`src/verilog/fpmd_pkg.sv`:
```
package fpmd_pkg;

  // Clock and time base
  localparam longint unsigned CLK_HZ = 64'd125_000_000;
  localparam longint unsigned TIMEOUT_S = 64'd20;
  localparam longint unsigned HOLD_MS = 64'd1000;
  localparam longint unsigned DEB_MS = 64'd5;
  localparam longint unsigned BLINK_MS = 64'd250;
  localparam longint unsigned TIMEOUT_CYC = TIMEOUT_S * CLK_HZ;
  localparam longint unsigned HOLD_CYC = (HOLD_MS * CLK_HZ) / 64'd1000;
  localparam longint unsigned DEB_CYC = (DEB_MS * CLK_HZ) / 64'd1000;
  localparam longint unsigned BLINK_CYC = (BLINK_MS * CLK_HZ) / 64'd1000;

  // Keys
  localparam int NKEYS = 4;
  localparam int KEY_MODE = 0;
  localparam int KEY_SET = 1;
  localparam int KEY_UP = 2;
  localparam int KEY_DOWN = 3;

  // Selection ranges and power-up values
  localparam logic [4:0] MON_DEFAULT = 5'h00;
  localparam logic [4:0] MON_LAST = 5'h12;
  localparam logic [3:0] FUNC_LAST = 4'h9;
  localparam logic [3:0] FUNC_SAVE = 4'h4;
  localparam logic [6:0] PARAM_LAST = 7'h62;
  localparam logic [3:0] CURSOR_LAST = 4'h9;
  localparam int NDIG = 5;
  localparam int NBCD = 10;

  // Segment patterns, bit order g..a
  localparam logic [6:0] SEG_BLANK = 7'h00;
  localparam logic [6:0] SEG_MINUS = 7'h40;
  localparam logic [6:0] SEG_N = 7'h54;
  localparam logic [6:0] SEG_F = 7'h71;
  localparam logic [6:0] SEG_P = 7'h73;
  localparam logic [6:0] SEG_R = 7'h50;

  typedef enum logic [2:0] {
    MD_STATUS = 3'b000,
    MD_MONSEL = 3'b001,
    MD_FUNCSEL = 3'b010,
    MD_PARSEL = 3'b011,
    MD_PAREDIT = 3'b100,
    MD_WARN = 3'b101
  } fpmd_mode_t;

  typedef struct packed {
    logic shortPress;
    logic holdPress;
    logic down;
  } fpmd_kev_t;

  typedef struct packed {
    logic wrEn;
    logic [6:0] idx;
    logic [31:0] data;
  } fpmd_pwr_t;

  // Digit 4 is the leftmost; bit 7 is the decimal point
  typedef logic [NDIG-1:0][7:0] fpmd_seg_t;

  // Hex digit to segment pattern
  function automatic logic [6:0] fpmd_hex_seg(input logic [3:0] d);
    logic [6:0] r;
    case (d)
      4'h0: r = 7'h3f;
      4'h1: r = 7'h06;
      4'h2: r = 7'h5b;
      4'h3: r = 7'h4f;
      4'h4: r = 7'h66;
      4'h5: r = 7'h6d;
      4'h6: r = 7'h7d;
      4'h7: r = 7'h07;
      4'h8: r = 7'h7f;
      4'h9: r = 7'h6f;
      4'ha: r = 7'h77;
      4'hb: r = 7'h7c;
      4'hc: r = 7'h39;
      4'hd: r = 7'h5e;
      4'he: r = 7'h79;
      default: r = 7'h71;
    endcase
    return r;
  endfunction

endpackage

```
`src/verilog/fpmd_panel_ctrl.sv`:
```
`timescale 1ns/1ps
// How it works
// - A new warning or fault at once switches to warning display, never otherwise.
// - In warning display any key press returns to the mode shown before.
// - Twenty seconds without keys in a selection or edit mode returns the display to status monitoring.
// - Holding set in status monitoring toggles the lock; locked keys change no setting, only the page.
// - Power-up shows status monitoring of the chosen item, motor speed by default.
// - Short set while editing returns to parameter selection and drops the edit.
// - Held set while editing writes the working parameter, never nonvolatile storage.
// - While the host software is connected, parameter setting cannot be entered.
// - Each short mode press while editing moves the cursor one digit left, except from digit 9, where it wraps back to digit 0.
// - Up and down step monitor codes, functions, parameters and edited digits.
// - Five seven-segment digits show status, warning codes and parameter values.
// - Holding mode cycles monitoring, function and parameter selection modes.
// - Short set enters or confirms; held set saves or executes the setting.
// - Negative values down to -9999 show a minus in the leftmost digit.
// - Values of -10000 or below use no digit for the minus sign.
// - Over five digits: flashing leftmost digit marks lower page; a key shows upper.
// - Lock or unlock needs the key held one second in status monitoring.
// - Saving while the motor turns is refused as busy; it succeeds only stopped.
module fpmd_panel_ctrl #(
  parameter longint unsigned TIMEOUT_CYC = fpmd_pkg::TIMEOUT_CYC,
  parameter longint unsigned HOLD_CYC = fpmd_pkg::HOLD_CYC,
  parameter longint unsigned DEB_CYC = fpmd_pkg::DEB_CYC,
  parameter longint unsigned BLINK_CYC = fpmd_pkg::BLINK_CYC
) (
  // Clock and reset
  input wire logic clk_sys,
  input wire logic rstn,
  // Key pins, high while pressed
  input wire logic [fpmd_pkg::NKEYS-1:0] keysPressed,
  // Drive status
  input wire logic alarmActive,
  input wire logic [7:0] alarmCode,
  input wire logic hostConnected,
  input wire logic motorMoving,
  input wire logic [31:0] monValue,
  input wire logic [31:0] paramRdValue,
  // Selections
  output logic [4:0] monSel,
  output logic [3:0] funcSel,
  output logic [6:0] paramSel,
  // Parameter and function requests
  output fpmd_pkg::fpmd_pwr_t paramWr,
  output logic saveReq,
  output logic saveBusy,
  output logic funcExec,
  // Panel state and display
  output fpmd_pkg::fpmd_mode_t dispMode,
  output logic panelLocked,
  output fpmd_pkg::fpmd_seg_t segments
);
  import fpmd_pkg::*;

  typedef struct packed {
    fpmd_mode_t mode;
    fpmd_mode_t prevMode;
    logic [4:0] monSel;
    logic [3:0] funcSel;
    logic [6:0] paramSel;
    logic locked;
    logic pageHigh;
    logic [39:0] editDig;
    logic editNeg;
    logic [3:0] cursor;
    fpmd_pwr_t pwr;
    logic saveReq;
    logic saveBusy;
    logic funcExec;
    logic alarmSeen;
    logic [31:0] toCnt;
    logic [31:0] blinkCnt;
    logic blinkOff;
    logic [31:0] ddSh;
    logic [39:0] ddBcd;
    logic [5:0] ddCnt;
    logic ddNeg;
    logic [39:0] resBcd;
    logic resNeg;
    fpmd_seg_t seg;
  } fpmd_top_st_t;

  fpmd_top_st_t s;
  fpmd_top_st_t next_s;
  fpmd_kev_t [NKEYS-1:0] kev;

  // One conditioner per key
  genvar gk;
  generate
    for (gk = 0; gk < NKEYS; gk++) begin : g_key
      fpmd_key_cond #(
        .DEB_CYC(DEB_CYC),
        .HOLD_CYC(HOLD_CYC)
      ) u_key (
        .clk_sys(clk_sys),
        .rstn(rstn),
        .keyRaw(keysPressed[gk]),
        .keyEv(kev[gk])
      );
    end
  endgenerate

  // Add three to every BCD digit of five or more
  function automatic logic [39:0] dd_adjust(input logic [39:0] b);
    logic [39:0] r;
    r = b;
    for (int i = 0; i < NBCD; i++) begin
      if (b[i*4 +: 4] >= 4'h5) begin
        r[i*4 +: 4] = b[i*4 +: 4] + 4'h3;
      end
    end
    return r;
  endfunction

  // BCD digits back to a binary magnitude
  function automatic logic [31:0] bcd_to_bin(input logic [39:0] b);
    logic [35:0] acc;
    acc = '0;
    for (int i = NBCD - 1; i >= 0; i--) begin
      acc = 36'(acc * 36'd10) + 36'(b[i*4 +: 4]);
    end
    return acc[31:0];
  endfunction

  // Two decimal digits of a small count
  function automatic logic [7:0] dec2(input logic [6:0] v);
    logic [7:0] r;
    r = {4'(v / 7'd10), 4'(v % 7'd10)};
    return r;
  endfunction

  // Format a signed BCD value onto the five digits
  function automatic fpmd_seg_t fmt_value(input logic [39:0] bcd, input logic neg, input logic hiPage,
                                          input logic [4:0] flashMask, input logic blinkOff);
    fpmd_seg_t r;
    logic big;
    logic [4:0] mask;
    logic [3:0] d;
    big = |bcd[39:20];
    mask = flashMask;
    for (int i = 0; i < NDIG; i++) begin
      d = (hiPage && big) ? bcd[(i+NDIG)*4 +: 4] : bcd[i*4 +: 4];
      r[i] = {1'b0, fpmd_hex_seg(d)};
    end
    if (neg && !big && (bcd[19:16] == 4'h0)) begin
      r[4] = {1'b0, SEG_MINUS};
    end else if (neg) begin
      r[4][7] = 1'b1;
    end
    if (big && !hiPage) begin
      mask[4] = 1'b1;
    end
    for (int i = 0; i < NDIG; i++) begin
      if (blinkOff && mask[i]) begin
        r[i] = 8'h00;
      end
    end
    return r;
  endfunction

  // Next-state logic
  always_comb begin
    logic anyEv;
    logic anyDown;
    logic [31:0] src;
    logic [31:0] mag;
    logic [3:0] dig;
    logic [7:0] two;
    anyEv = 1'b0;
    anyDown = 1'b0;
    src = '0;
    mag = '0;
    dig = '0;
    two = '0;
    next_s = s;
    next_s.pwr.wrEn = 1'b0;
    next_s.saveReq = 1'b0;
    next_s.funcExec = 1'b0;
    for (int k = 0; k < NKEYS; k++) begin
      anyEv = anyEv | kev[k].shortPress | kev[k].holdPress;
      anyDown = anyDown | kev[k].down;
    end

    // Blink phase for flashing digits
    next_s.blinkCnt = s.blinkCnt + 32'h1;
    if (s.blinkCnt == 32'(BLINK_CYC - 1)) begin
      next_s.blinkCnt = '0;
      next_s.blinkOff = ~s.blinkOff;
    end

    // Serial binary to BCD of the value on show
    src = ((s.mode == MD_PARSEL) || (s.mode == MD_PAREDIT)) ? paramRdValue : monValue;
    if (s.ddCnt == 6'd0) begin
      next_s.ddNeg = src[31];
      next_s.ddSh = src[31] ? (32'h0 - src) : src;
      next_s.ddBcd = '0;
      next_s.ddCnt = 6'd1;
    end else begin
      {next_s.ddBcd, next_s.ddSh} = {dd_adjust(s.ddBcd), s.ddSh} << 1;
      next_s.ddCnt = s.ddCnt + 6'd1;
      if (s.ddCnt == 6'd32) begin
        next_s.resBcd = next_s.ddBcd;
        next_s.resNeg = s.ddNeg && (next_s.ddBcd != '0);
        next_s.ddCnt = 6'd0;
      end
    end

    // Inactivity timer
    if (anyDown || anyEv || (s.mode == MD_STATUS) || (s.mode == MD_WARN)) begin
      next_s.toCnt = '0;
    end else begin
      next_s.toCnt = s.toCnt + 32'h1;
    end

    if (anyEv) begin
      next_s.saveBusy = 1'b0;
    end

    next_s.alarmSeen = alarmActive;
    if (alarmActive && !s.alarmSeen) begin
      // Only a new warning switches the display
      if (s.mode != MD_WARN) begin
        next_s.prevMode = s.mode;
      end
      next_s.mode = MD_WARN;
    end else if (s.toCnt == 32'(TIMEOUT_CYC - 1)) begin
      next_s.mode = MD_STATUS;
      next_s.pageHigh = 1'b0;
    end else begin
      case (s.mode)
        MD_WARN: begin
          if (anyEv) begin
            next_s.mode = s.prevMode;
          end
        end
        MD_STATUS: begin
          if (kev[KEY_SET].holdPress) begin
            next_s.locked = ~s.locked;
          end else if (kev[KEY_UP].shortPress || kev[KEY_DOWN].shortPress) begin
            next_s.pageHigh = ~s.pageHigh;
          end else if (kev[KEY_MODE].holdPress && !s.locked) begin
            next_s.mode = MD_MONSEL;
          end
        end
        MD_MONSEL: begin
          if (kev[KEY_MODE].holdPress) begin
            next_s.mode = MD_FUNCSEL;
          end else if (kev[KEY_SET].shortPress) begin
            next_s.mode = MD_STATUS;
            next_s.pageHigh = 1'b0;
          end else if (kev[KEY_UP].shortPress) begin
            next_s.monSel = (s.monSel == MON_LAST) ? 5'h00 : s.monSel + 5'h01;
          end else if (kev[KEY_DOWN].shortPress) begin
            next_s.monSel = (s.monSel == 5'h00) ? MON_LAST : s.monSel - 5'h01;
          end
        end
        MD_FUNCSEL: begin
          if (kev[KEY_MODE].holdPress) begin
            next_s.mode = hostConnected ? MD_STATUS : MD_PARSEL;
          end else if (kev[KEY_SET].holdPress) begin
            if (s.funcSel != FUNC_SAVE) begin
              next_s.funcExec = 1'b1;
            end else if (motorMoving) begin
              next_s.saveBusy = 1'b1;
            end else begin
              next_s.saveReq = 1'b1;
            end
          end else if (kev[KEY_UP].shortPress) begin
            next_s.funcSel = (s.funcSel == FUNC_LAST) ? 4'h0 : s.funcSel + 4'h1;
          end else if (kev[KEY_DOWN].shortPress) begin
            next_s.funcSel = (s.funcSel == 4'h0) ? FUNC_LAST : s.funcSel - 4'h1;
          end
        end
        MD_PARSEL: begin
          if (kev[KEY_MODE].holdPress) begin
            next_s.mode = MD_STATUS;
          end else if (kev[KEY_SET].shortPress && !hostConnected) begin
            next_s.mode = MD_PAREDIT;
            next_s.editDig = s.resBcd;
            next_s.editNeg = s.resNeg;
            next_s.cursor = 4'h0;
          end else if (kev[KEY_UP].shortPress) begin
            next_s.paramSel = (s.paramSel == PARAM_LAST) ? 7'h00 : s.paramSel + 7'h01;
          end else if (kev[KEY_DOWN].shortPress) begin
            next_s.paramSel = (s.paramSel == 7'h00) ? PARAM_LAST : s.paramSel - 7'h01;
          end
        end
        MD_PAREDIT: begin
          dig = s.editDig[s.cursor*4 +: 4];
          if (kev[KEY_SET].shortPress) begin
            next_s.mode = MD_PARSEL;
          end else if (kev[KEY_SET].holdPress) begin
            mag = bcd_to_bin(s.editDig);
            next_s.pwr.wrEn = 1'b1;
            next_s.pwr.idx = s.paramSel;
            next_s.pwr.data = s.editNeg ? (32'h0 - mag) : mag;
            next_s.mode = MD_PARSEL;
          end else if (kev[KEY_MODE].shortPress) begin
            next_s.cursor = (s.cursor == CURSOR_LAST) ? 4'h0 : s.cursor + 4'h1;
          end else if (kev[KEY_UP].holdPress) begin
            next_s.editNeg = ~s.editNeg;
          end else if (kev[KEY_UP].shortPress) begin
            next_s.editDig[s.cursor*4 +: 4] = (dig == 4'h9) ? 4'h0 : dig + 4'h1;
          end else if (kev[KEY_DOWN].shortPress) begin
            next_s.editDig[s.cursor*4 +: 4] = (dig == 4'h0) ? 4'h9 : dig - 4'h1;
          end
        end
        default: begin
          next_s.mode = MD_STATUS;
        end
      endcase
    end

    // Display image for the mode being entered
    case (next_s.mode)
      MD_STATUS: begin
        next_s.seg = fmt_value(s.resBcd, s.resNeg, next_s.pageHigh, 5'h00, s.blinkOff);
      end
      MD_MONSEL: begin
        two = dec2({2'h0, next_s.monSel});
        next_s.seg = {{1'b0, SEG_N}, 8'h00, 8'h00, {1'b0, fpmd_hex_seg(two[7:4])}, {1'b0, fpmd_hex_seg(two[3:0])}};
      end
      MD_FUNCSEL: begin
        two = dec2({3'h0, next_s.funcSel});
        next_s.seg = {{1'b0, SEG_F}, 8'h00, 8'h00, {1'b0, fpmd_hex_seg(two[7:4])}, {1'b0, fpmd_hex_seg(two[3:0])}};
      end
      MD_PARSEL: begin
        two = dec2(next_s.paramSel);
        next_s.seg = {{1'b0, SEG_P}, 8'h00, 8'h00, {1'b0, fpmd_hex_seg(two[7:4])}, {1'b0, fpmd_hex_seg(two[3:0])}};
      end
      MD_PAREDIT: begin
        // Page follows the cursor; the cursor digit flashes
        next_s.seg = fmt_value(next_s.editDig, next_s.editNeg, next_s.cursor >= 4'h5,
                               5'(5'h01 << ((next_s.cursor >= 4'h5) ? next_s.cursor - 4'h5 : next_s.cursor)),
                               s.blinkOff);
      end
      MD_WARN: begin
        next_s.seg = {{1'b0, SEG_R}, 8'h00, {1'b0, SEG_MINUS}, {1'b0, fpmd_hex_seg(alarmCode[7:4])},
                      {1'b0, fpmd_hex_seg(alarmCode[3:0])}};
      end
      default: begin
        next_s.seg = '0;
      end
    endcase
  end

  // State register; reset gives status monitoring, unlocked, no edit
  always_ff @(posedge clk_sys) begin
    if (!rstn) begin
      s <= '0;
      s.monSel <= MON_DEFAULT;
      s.mode <= MD_STATUS;
    end else begin
      s <= next_s;
    end
  end

  // Outputs straight from the state register
  assign monSel = s.monSel;
  assign funcSel = s.funcSel;
  assign paramSel = s.paramSel;
  assign paramWr = s.pwr;
  assign saveReq = s.saveReq;
  assign saveBusy = s.saveBusy;
  assign funcExec = s.funcExec;
  assign dispMode = s.mode;
  assign panelLocked = s.locked;
  assign segments = s.seg;

endmodule

```
`src/verilog/fpmd_key_cond.sv`:
```
`timescale 1ns/1ps
module fpmd_key_cond #(
  parameter longint unsigned DEB_CYC = fpmd_pkg::DEB_CYC,
  parameter longint unsigned HOLD_CYC = fpmd_pkg::HOLD_CYC
) (
  // Clock and reset
  input wire logic clk_sys,
  input wire logic rstn,
  // Raw key pin, high while pressed
  input wire logic keyRaw,
  // Classified key events
  output fpmd_pkg::fpmd_kev_t keyEv
);
  import fpmd_pkg::*;

  typedef struct packed {
    logic sync1;
    logic sync2;
    logic stable;
    logic [31:0] debCnt;
    logic [31:0] holdCnt;
    logic holdDone;
    fpmd_kev_t ev;
  } fpmd_key_st_t;

  fpmd_key_st_t s;
  fpmd_key_st_t next_s;

  // Synchronise, debounce, then classify as short or hold
  always_comb begin
    next_s = s;
    next_s.sync1 = keyRaw;
    next_s.sync2 = s.sync1;
    next_s.ev.shortPress = 1'b0;
    next_s.ev.holdPress = 1'b0;
    if (s.sync2 != s.stable) begin
      next_s.debCnt = s.debCnt + 32'h1;
      if (s.debCnt == 32'(DEB_CYC - 1)) begin
        next_s.stable = s.sync2;
        next_s.debCnt = '0;
        next_s.holdCnt = '0;
        next_s.holdDone = 1'b0;
        // Release before the hold time counts as a short press
        if (!s.sync2 && !s.holdDone) begin
          next_s.ev.shortPress = 1'b1;
        end
      end
    end else begin
      next_s.debCnt = '0;
    end
    // Hold fires once, while the key is still down
    if (s.stable && (s.sync2 == s.stable) && !s.holdDone) begin
      next_s.holdCnt = s.holdCnt + 32'h1;
      if (s.holdCnt == 32'(HOLD_CYC - 1)) begin
        next_s.ev.holdPress = 1'b1;
        next_s.holdDone = 1'b1;
      end
    end
    next_s.ev.down = next_s.stable;
  end

  // State register
  always_ff @(posedge clk_sys) begin
    if (!rstn) begin
      s <= '0;
    end else begin
      s <= next_s;
    end
  end

  assign keyEv = s.ev;

endmodule

```
`config.mk`:
```
export PLATFORM = sky130hd
export DESIGN_NAME = fpmd_panel_ctrl
export DESIGN_NICKNAME = d
export VERILOG_FILES = /design/src/verilog/fpmd_pkg.sv /design/src/verilog/fpmd_panel_ctrl.sv /design/src/verilog/fpmd_key_cond.sv
export SDC_FILE = /design/constraint.sdc
export NUM_CORES = 2
export LEC_CHECK = 0
export ABC_AREA = 1
export BUFFER_PORTS_ARGS = -buffer_cell sky130_fd_sc_hd__clkbuf_2
export CAP_MARGIN = 20
export CORE_UTILIZATION = 40
export DETAILED_ROUTE_END_ITERATION = 10
export PLACE_DENSITY_LB_ADDON = 0.15
export SYNTH_ARGS = -nofsm -noshare
export SYNTH_HDL_FRONTEND = slang
export SYNTH_SLANG_ARGS = --single-unit
```
`constraint.sdc`:
```
create_clock -name clk_sys -period 14.25 [get_ports clk_sys]
set_input_delay 2.1375 -clock clk_sys [delete_from_list [all_inputs] [get_ports clk_sys]]
set_output_delay 2.1375 -clock clk_sys [all_outputs]
set_load 0.03 [all_outputs]
```
======== Yosys cells after proc, flatten, opt, wreduce, memory -nomap -nowiden ========
Memory sizes are Yosys's and may differ from the RTL's.
Index checks and enable logic that the tools add are counted.
storage, ports and cells
  memories ................................ 18
  bits of input ports ..................... 81
  register bits after elaboration ......... 618
  memory bits (writable) .................. 0
  memory bits (read-only) ................. 2,016
  latch bits .............................. 0
  word-level logic and storage cells ...... 471
operators by class
  mux-type cells .......................... 150
  multipliers ............................. 9
  shifts and indexed selects .............. 5
  $lt $le $gt $ge ......................... 11
  equality and inequality tests ........... 36
  divide/modulo/power cells ............... 6
  reduce and logical (&&, ||, !) cells .... 102
  bitwise logic cells ..................... 26
  add/subtract/negate cells ............... 43
memory list
  name             words  bits a word  rd ports  clocked after Yosys merged registers in  write ports  line            source
  (no name shown)  16     7            1         0                                        0            fpmd_pkg.sv:66  case (d)
  (no name shown)  16     7            1         0                                        0            fpmd_pkg.sv:66
  (no name shown)  16     7            1         0                                        0            fpmd_pkg.sv:66
  (no name shown)  16     7            1         0                                        0            fpmd_pkg.sv:66
  (no name shown)  16     7            1         0                                        0            fpmd_pkg.sv:66
  (no name shown)  16     7            1         0                                        0            fpmd_pkg.sv:66
  +12 memories     -      -            -         -                                        -            -
operator list
  cell                     number
  $add A32 B1 Y32 const B  10
  $mux W34                 8
  $pmux W40 S6             1
  $mux W40                 5
  $mux W4                  40
  $mux W45                 3
  $mux W33                 4
  $eq A32 B20 Y1 const B   4
  $eq A32 B27 Y1 const B   4
  $mux W106                1
  $mux W32                 3
  $mux W7                  13
  $pmux W45 S2             1
  $mux W88                 1
  $mux W85                 1
  $bwmux W40               2
  $shiftx A4 B34 Y40       2
  $mux W78                 1
  $add A36 B4 Y36          2
  $sub A1 B32 Y32 const A  2
  $mux W3                  18
  $ge A4 B3 Y1 const B     11
  $mux W41                 1
  $reduce_bool A40 Y1      1
  other kinds (78)         249

======== Depth between registers and ports, before layout ========
  depth after elaboration ................. 33
  mapped depth ............................ 113

======== Modules after synthesis ========
Synthesis repeated with hierarchy kept, for this count alone.
unflattened totals
  cells, all modules ...................... 9,221
  area total of the unflattened synthesis .. 57,251.2 µm²
modules (own cells, without submodules)
  module           times used  area an instance (µm²)  cells an instance  seq. area each (µm²)
  fpmd_panel_ctrl  1           40,695.3                6,561              6,686.4
  fpmd_key_cond    4           4,139.0                 665                1,401.3

======== Worst setup path before layout ========
OpenSTA, ideal clock, no wires.
  path kind ............................... register -> register
  from .................................... reg s[311] (netlist name)
  to ...................................... reg s, in the netlist paramWr[31]
  data arrival time ....................... 15.703 ns
  cell stages (with the launch flop) ...... 101
  path buffers ............................ 0
  data required time ...................... 14.141 ns
  clock period less this slack ............ 15.812 ns
  path slack .............................. -1.562 ns
  cell sequence ........................... dfxtp_1 > ha_1 > ha_1 > fa_1 > inv_1 > nor2_1 > xor2_1 > ha_1 > ha_1 > inv_1 > or2_2 > o21ai_0 > xor2_1 > inv_1 > nor4_1 > xor2_1 > inv_1 > ha_1 > [65 not listed] > xor2_1 > nand2_1 > inv_1 > nand2_1 > nor2_1 > nand4_1 > nand2_1 > inv_1 > nor2_1 > nand4_1 > nand2_1 > nand2_1 > nand3_1 > nand2_1 > nand2_1 > nand3_1 > nand2_1 > inv_1
between the ends
  cells in the longest elaborated chain, start to end .. 20
ends and longest elaborated chain
  element                   line                    source
  start: declaration        fpmd_panel_ctrl.sv:83   fpmd_top_st_t s;
  start signal: assignment  fpmd_panel_ctrl.sv:354  s <= next_s;
  $mul A4 B3 Y7 (*)         fpmd_panel_ctrl.sv:120  acc = 36'(acc * 36'd10) + 36'(b[i*4 +: 4]);
  $add A8 B4 Y9 (*)         fpmd_panel_ctrl.sv:120
  $mul A9 B3 Y12 (*)        fpmd_panel_ctrl.sv:120
  $add A13 B4 Y14 (*)       fpmd_panel_ctrl.sv:120
  $mul A14 B3 Y17 (*)       fpmd_panel_ctrl.sv:120
  $add A18 B4 Y19 (*)       fpmd_panel_ctrl.sv:120
  $mul A19 B3 Y22 (*)       fpmd_panel_ctrl.sv:120
  $add A23 B4 Y24 (*)       fpmd_panel_ctrl.sv:120
  [4 not listed]            -
  $mul A34 B3 Y35 (*)       fpmd_panel_ctrl.sv:120
  $add A36 B4 Y36 (*)       fpmd_panel_ctrl.sv:120
  $mul A36 B3 Y35 (*)       fpmd_panel_ctrl.sv:120
  $add A36 B4 Y36 (*)       fpmd_panel_ctrl.sv:120
  $mul A36 B3 Y31 (*)       fpmd_panel_ctrl.sv:120
  $add A32 B4 Y32 (*)       fpmd_panel_ctrl.sv:120
  $sub A1 B32 Y32           fpmd_panel_ctrl.sv:296  next_s.pwr.data = s.editNeg ? (32'h0 - mag) : mag;
  $mux W32 (*)              fpmd_panel_ctrl.sv:296
Mark *: on every way between the ends. The rest lies on a longest branch, timed or not.
A chain may end at the register's enable or synchronous reset.

======== Worst setup path in the final report ========
Same ends and word-level chain as after synthesis.

==> run_results.csv <==
group,metric,value,unit
worst_setup_path,cpPeakStageDelay,0.56,ns
detailed_routing,drt_wl_total,161.3,mm
yosys,synth-seq-area-share,0.2332,
detailed_routing,viasPerCell,5.059,
global_routing,grt_antenna_before_repair,2,
layout,final_common_cell,"nand2_1",
timing,setup_ws,-0.9128,ns
detailed_routing,antenna_left,0,
yosys,synthSimpleGateAreaFrac,0.3102,
worst_setup_path,cp_num_buf_inv,23,
layout,insertedDiodeCount,0,
timing,min_period_over_period,1.064,
timing,whs,0.4131,ns
layout,fin_cells,11065,
die,placementRows,132,
placement,dpl.cell_count,10669,
worst_setup_path,path_class,"reg -> reg",
timing,timing.final.crit_period,15.16,ns
cts,hold_buffers,0,
min_path,worstHoldEndpoint,"g_key[2].u_key.s[69]",
yosys,synth-edff-count,0,
yosys,synth_compound_area_frac,0.1551,
placement,dp_hpwl,123.5,mm
global_routing,grt_pass1_wl,257.6,mm
detailed_routing,drcViolationCount,0,
timing,timing.fmax,0.06595,GHz
worst_setup_path,reg2reg_depth,93,
worst_setup_path,arrival,15.72,ns
die,ioPinCount,184,
worst_setup_path,startpoint_type,"flop",
placement,port_buffers,179,
yosys,synthFlopType,"dfxtp_1",
yosys,synth_cell_types,79,
min_path,min_path_type,"reg -> reg",
global_routing,grt_pass1_vias,52692,
yosys,synth_fa_ha_area_frac,0.1269,
placement,gp_congestion,0.9857,
yosys,synth_top_family_by_area,"simple AND/OR/NAND/NOR gates",
timing,hold_violations,0,
die,fp.dieArea,133300,µm²
detailed_routing,wire_per_inst,14.58,µm
layout,fin_nets,9866,
layout,n_fill_cell,12573,
yosys,avgSynthCellArea,6.414,µm²
global_routing,gr-total-overflow,0,
detailed_routing,via_count,55975,
worst_setup_path,cp-end-kind,"flop",
timing,drv_slew,0,
yosys,synth_mux_area_frac,0.002539,
cts,clk_pin_slew_worst_paths,0.06,ns
die,start_util,0.4051,
die,core,130100,µm²
timing,rsz0062_at_grt,"true",
cts,cts_buffers,75,
worst_setup_path,slowest_stage,"fa_1",
min_path,whs_path_depth,2,
timing,maxSlewHeadroom,0.2951,
global_routing,grtUsageTotal,0.2316,
run_status,status,"finished, violations left",
timing,setup-violations-final,7,
cts,clockBufferDepth,3,
cts,clk_latency,0.69,ns
detailed_routing,drt-initial-drc-count,3397,
timing,finalSetupTns,-4.507,ns
cts,cts_max_level,3,
worst_setup_path,cp_data_required_time,14.81,ns
min_path,worstHoldStart,"g_key[2].u_key.next_s[69]",
worst_setup_path,crit_family,"adder cells",
worst_setup_path,crit_top_cell,"ha_4",
yosys,synth_xor_area_frac,0.05167,
timing,tightest_slew,1.053,ns
cts,cts_root_buffer,"clkbuf_16",
worst_setup_path,r2r_slack,-0.91,ns
yosys,synth_area,52720,µm²
die,dieHeight,365.0,µm
run_status,failed_checks,"setup timing",
placement,dp_slack,-1.293,ns
yosys,netlist_instances,8220,
cts,cts_tree,"yes",
yosys,ys_warn_count,0,
worst_setup_path,cp_max_fo,4,
worst_setup_path,r2r-end,"paramWr[31]",
die,die_w,365.0,µm
worst_setup_path,r2r_start,"s[311]",
layout,final_cell_mix,"nand2_1, inv_1, buf_4",
yosys,ys_ff_latch,614,
yosys,async_flop_share,0,
cts,clock_sinks,614,
run,max_cap_viol_count,0,
global_routing,grt_start_max_net_pins,84,
timing,skew,0.05094,ns
layout,area_growth,34.80,%
layout,drive_above_1_share,0.2523,
detailed_routing,drt_pass1_iterations,6,
-- cell type report --
class	count	area, µm²	area share
flip-flops and latches	614	12300	0.1731
repair buffers	1202	8765	0.1233
well taps	1742	2180	0.03067
inverters	1316	4957	0.06975
multi-input cells	6052	40140	0.5649
clock buffers	102	2151	0.03026
clock inverters	37	568.0	0.007993
-- worst max path at each step --
stage          cells past startpoint   start           to
6_report                          93  s[311]  paramWr[31]
2_1_floorplan                     99  s[311]  paramWr[31]
3_3_place_gp                     105  s[311]  paramWr[31]
3_5_place_dp                      89  s[311]  paramWr[30]
5_1_grt                          105  s[311]  paramWr[31]
4_1_cts                           99  s[313]  paramWr[31]
-- stage by stage --
| step | cell area [µm²] | utilization |
|---|---|---|
| floorplan | 54950 | - |
| global placement | 62390 | 0.4794 |
| detailed placement | 62400 | 0.4795 |
| CTS | 67550 | 0.5190 |
| global route | 71070 | 0.5461 |
| finish | 71070 | 0.5461 |
-- Yosys cell counts (all sizes together) (15+ instances only) --
cell | n | area share
a211oi | 64 | 0.0091
a21oi | 554 | 0.053
a221oi | 27 | 0.0045
a22oi | 17 | 0.0024
a31oi | 31 | 0.0037
buf | 137 | 0.019
clkbuf | 106 | 0.0075
dfxtp | 614 | 0.23
fa | 18 | 0.0068
ha | 506 | 0.12
inv | 1302 | 0.093
nand2 | 1764 | 0.13
nand3 | 498 | 0.048
nand3b | 36 | 0.0054
nand4 | 182 | 0.022
nor2 | 875 | 0.063
nor3 | 209 | 0.021
nor3b | 27 | 0.0038
nor4 | 85 | 0.010
o211ai | 31 | 0.0044
o21a | 36 | 0.0051
o21ai | 534 | 0.051
o21bai | 16 | 0.0023
o22ai | 31 | 0.0037
o31ai | 15 | 0.0021
or2 | 52 | 0.0062
xnor2 | 83 | 0.014
xor2 | 228 | 0.038
-- repair_timing --
| item | CTS | global route |
|---|---|---|
| setup buffers | 159 | 111 |
| pin swaps | 238 | 353 |
| endpoints found under the setup margin | 12 | 16 |
| gates resized for setup | 259 | 551 |
-- worst reg2reg max path: cells and delay by family (launching register included) --
kind,cells,cell delay (ns)
AOI/OAI and AO/OA,10,1.63
xor gates and xnor gates,14,2.48
adders and majority gates,19,5.04
DFF,1,0.35
and+or+nand+nor,27,3.37
buffers and inverters,23,2.16
-- flip-flops by register name, indices dropped and copies added (netlist names) --
signal and count:
saveBusy 1, funcSel 4, paramWr 40, paramSel 7
g_key.u_key.keyEv 8, funcExec 1, g_key.u_key.next_s 4, dispMode 3
panelLocked 1, g_key.u_key.s 268, monSel 5, saveReq 1
segments 36, s 235
-- cell families after synthesis --
group                      after synthesis
AOI/OAI and AO/OA                     1438
xor gates and xnor gates               311
adders and majority gates              524
buffers and inverters                 1560
DFF                                    614
muxes                                   13
other                                    1
and+or+nand+nor                       3759
-- layer usage --
metal	GRT usage	vias to the layer above	routed length, µm
li1	-	28988	-
met5	0	-	23
met1	0.2970	25673	72560
met2	0.4012	1069	77060
met4	0.07293	4	4583
met3	0.02864	241	7090
Power is left out: the tool's default activity adds up to more than one toggle a clock period on the data nets, which glitch-free logic cannot reach.
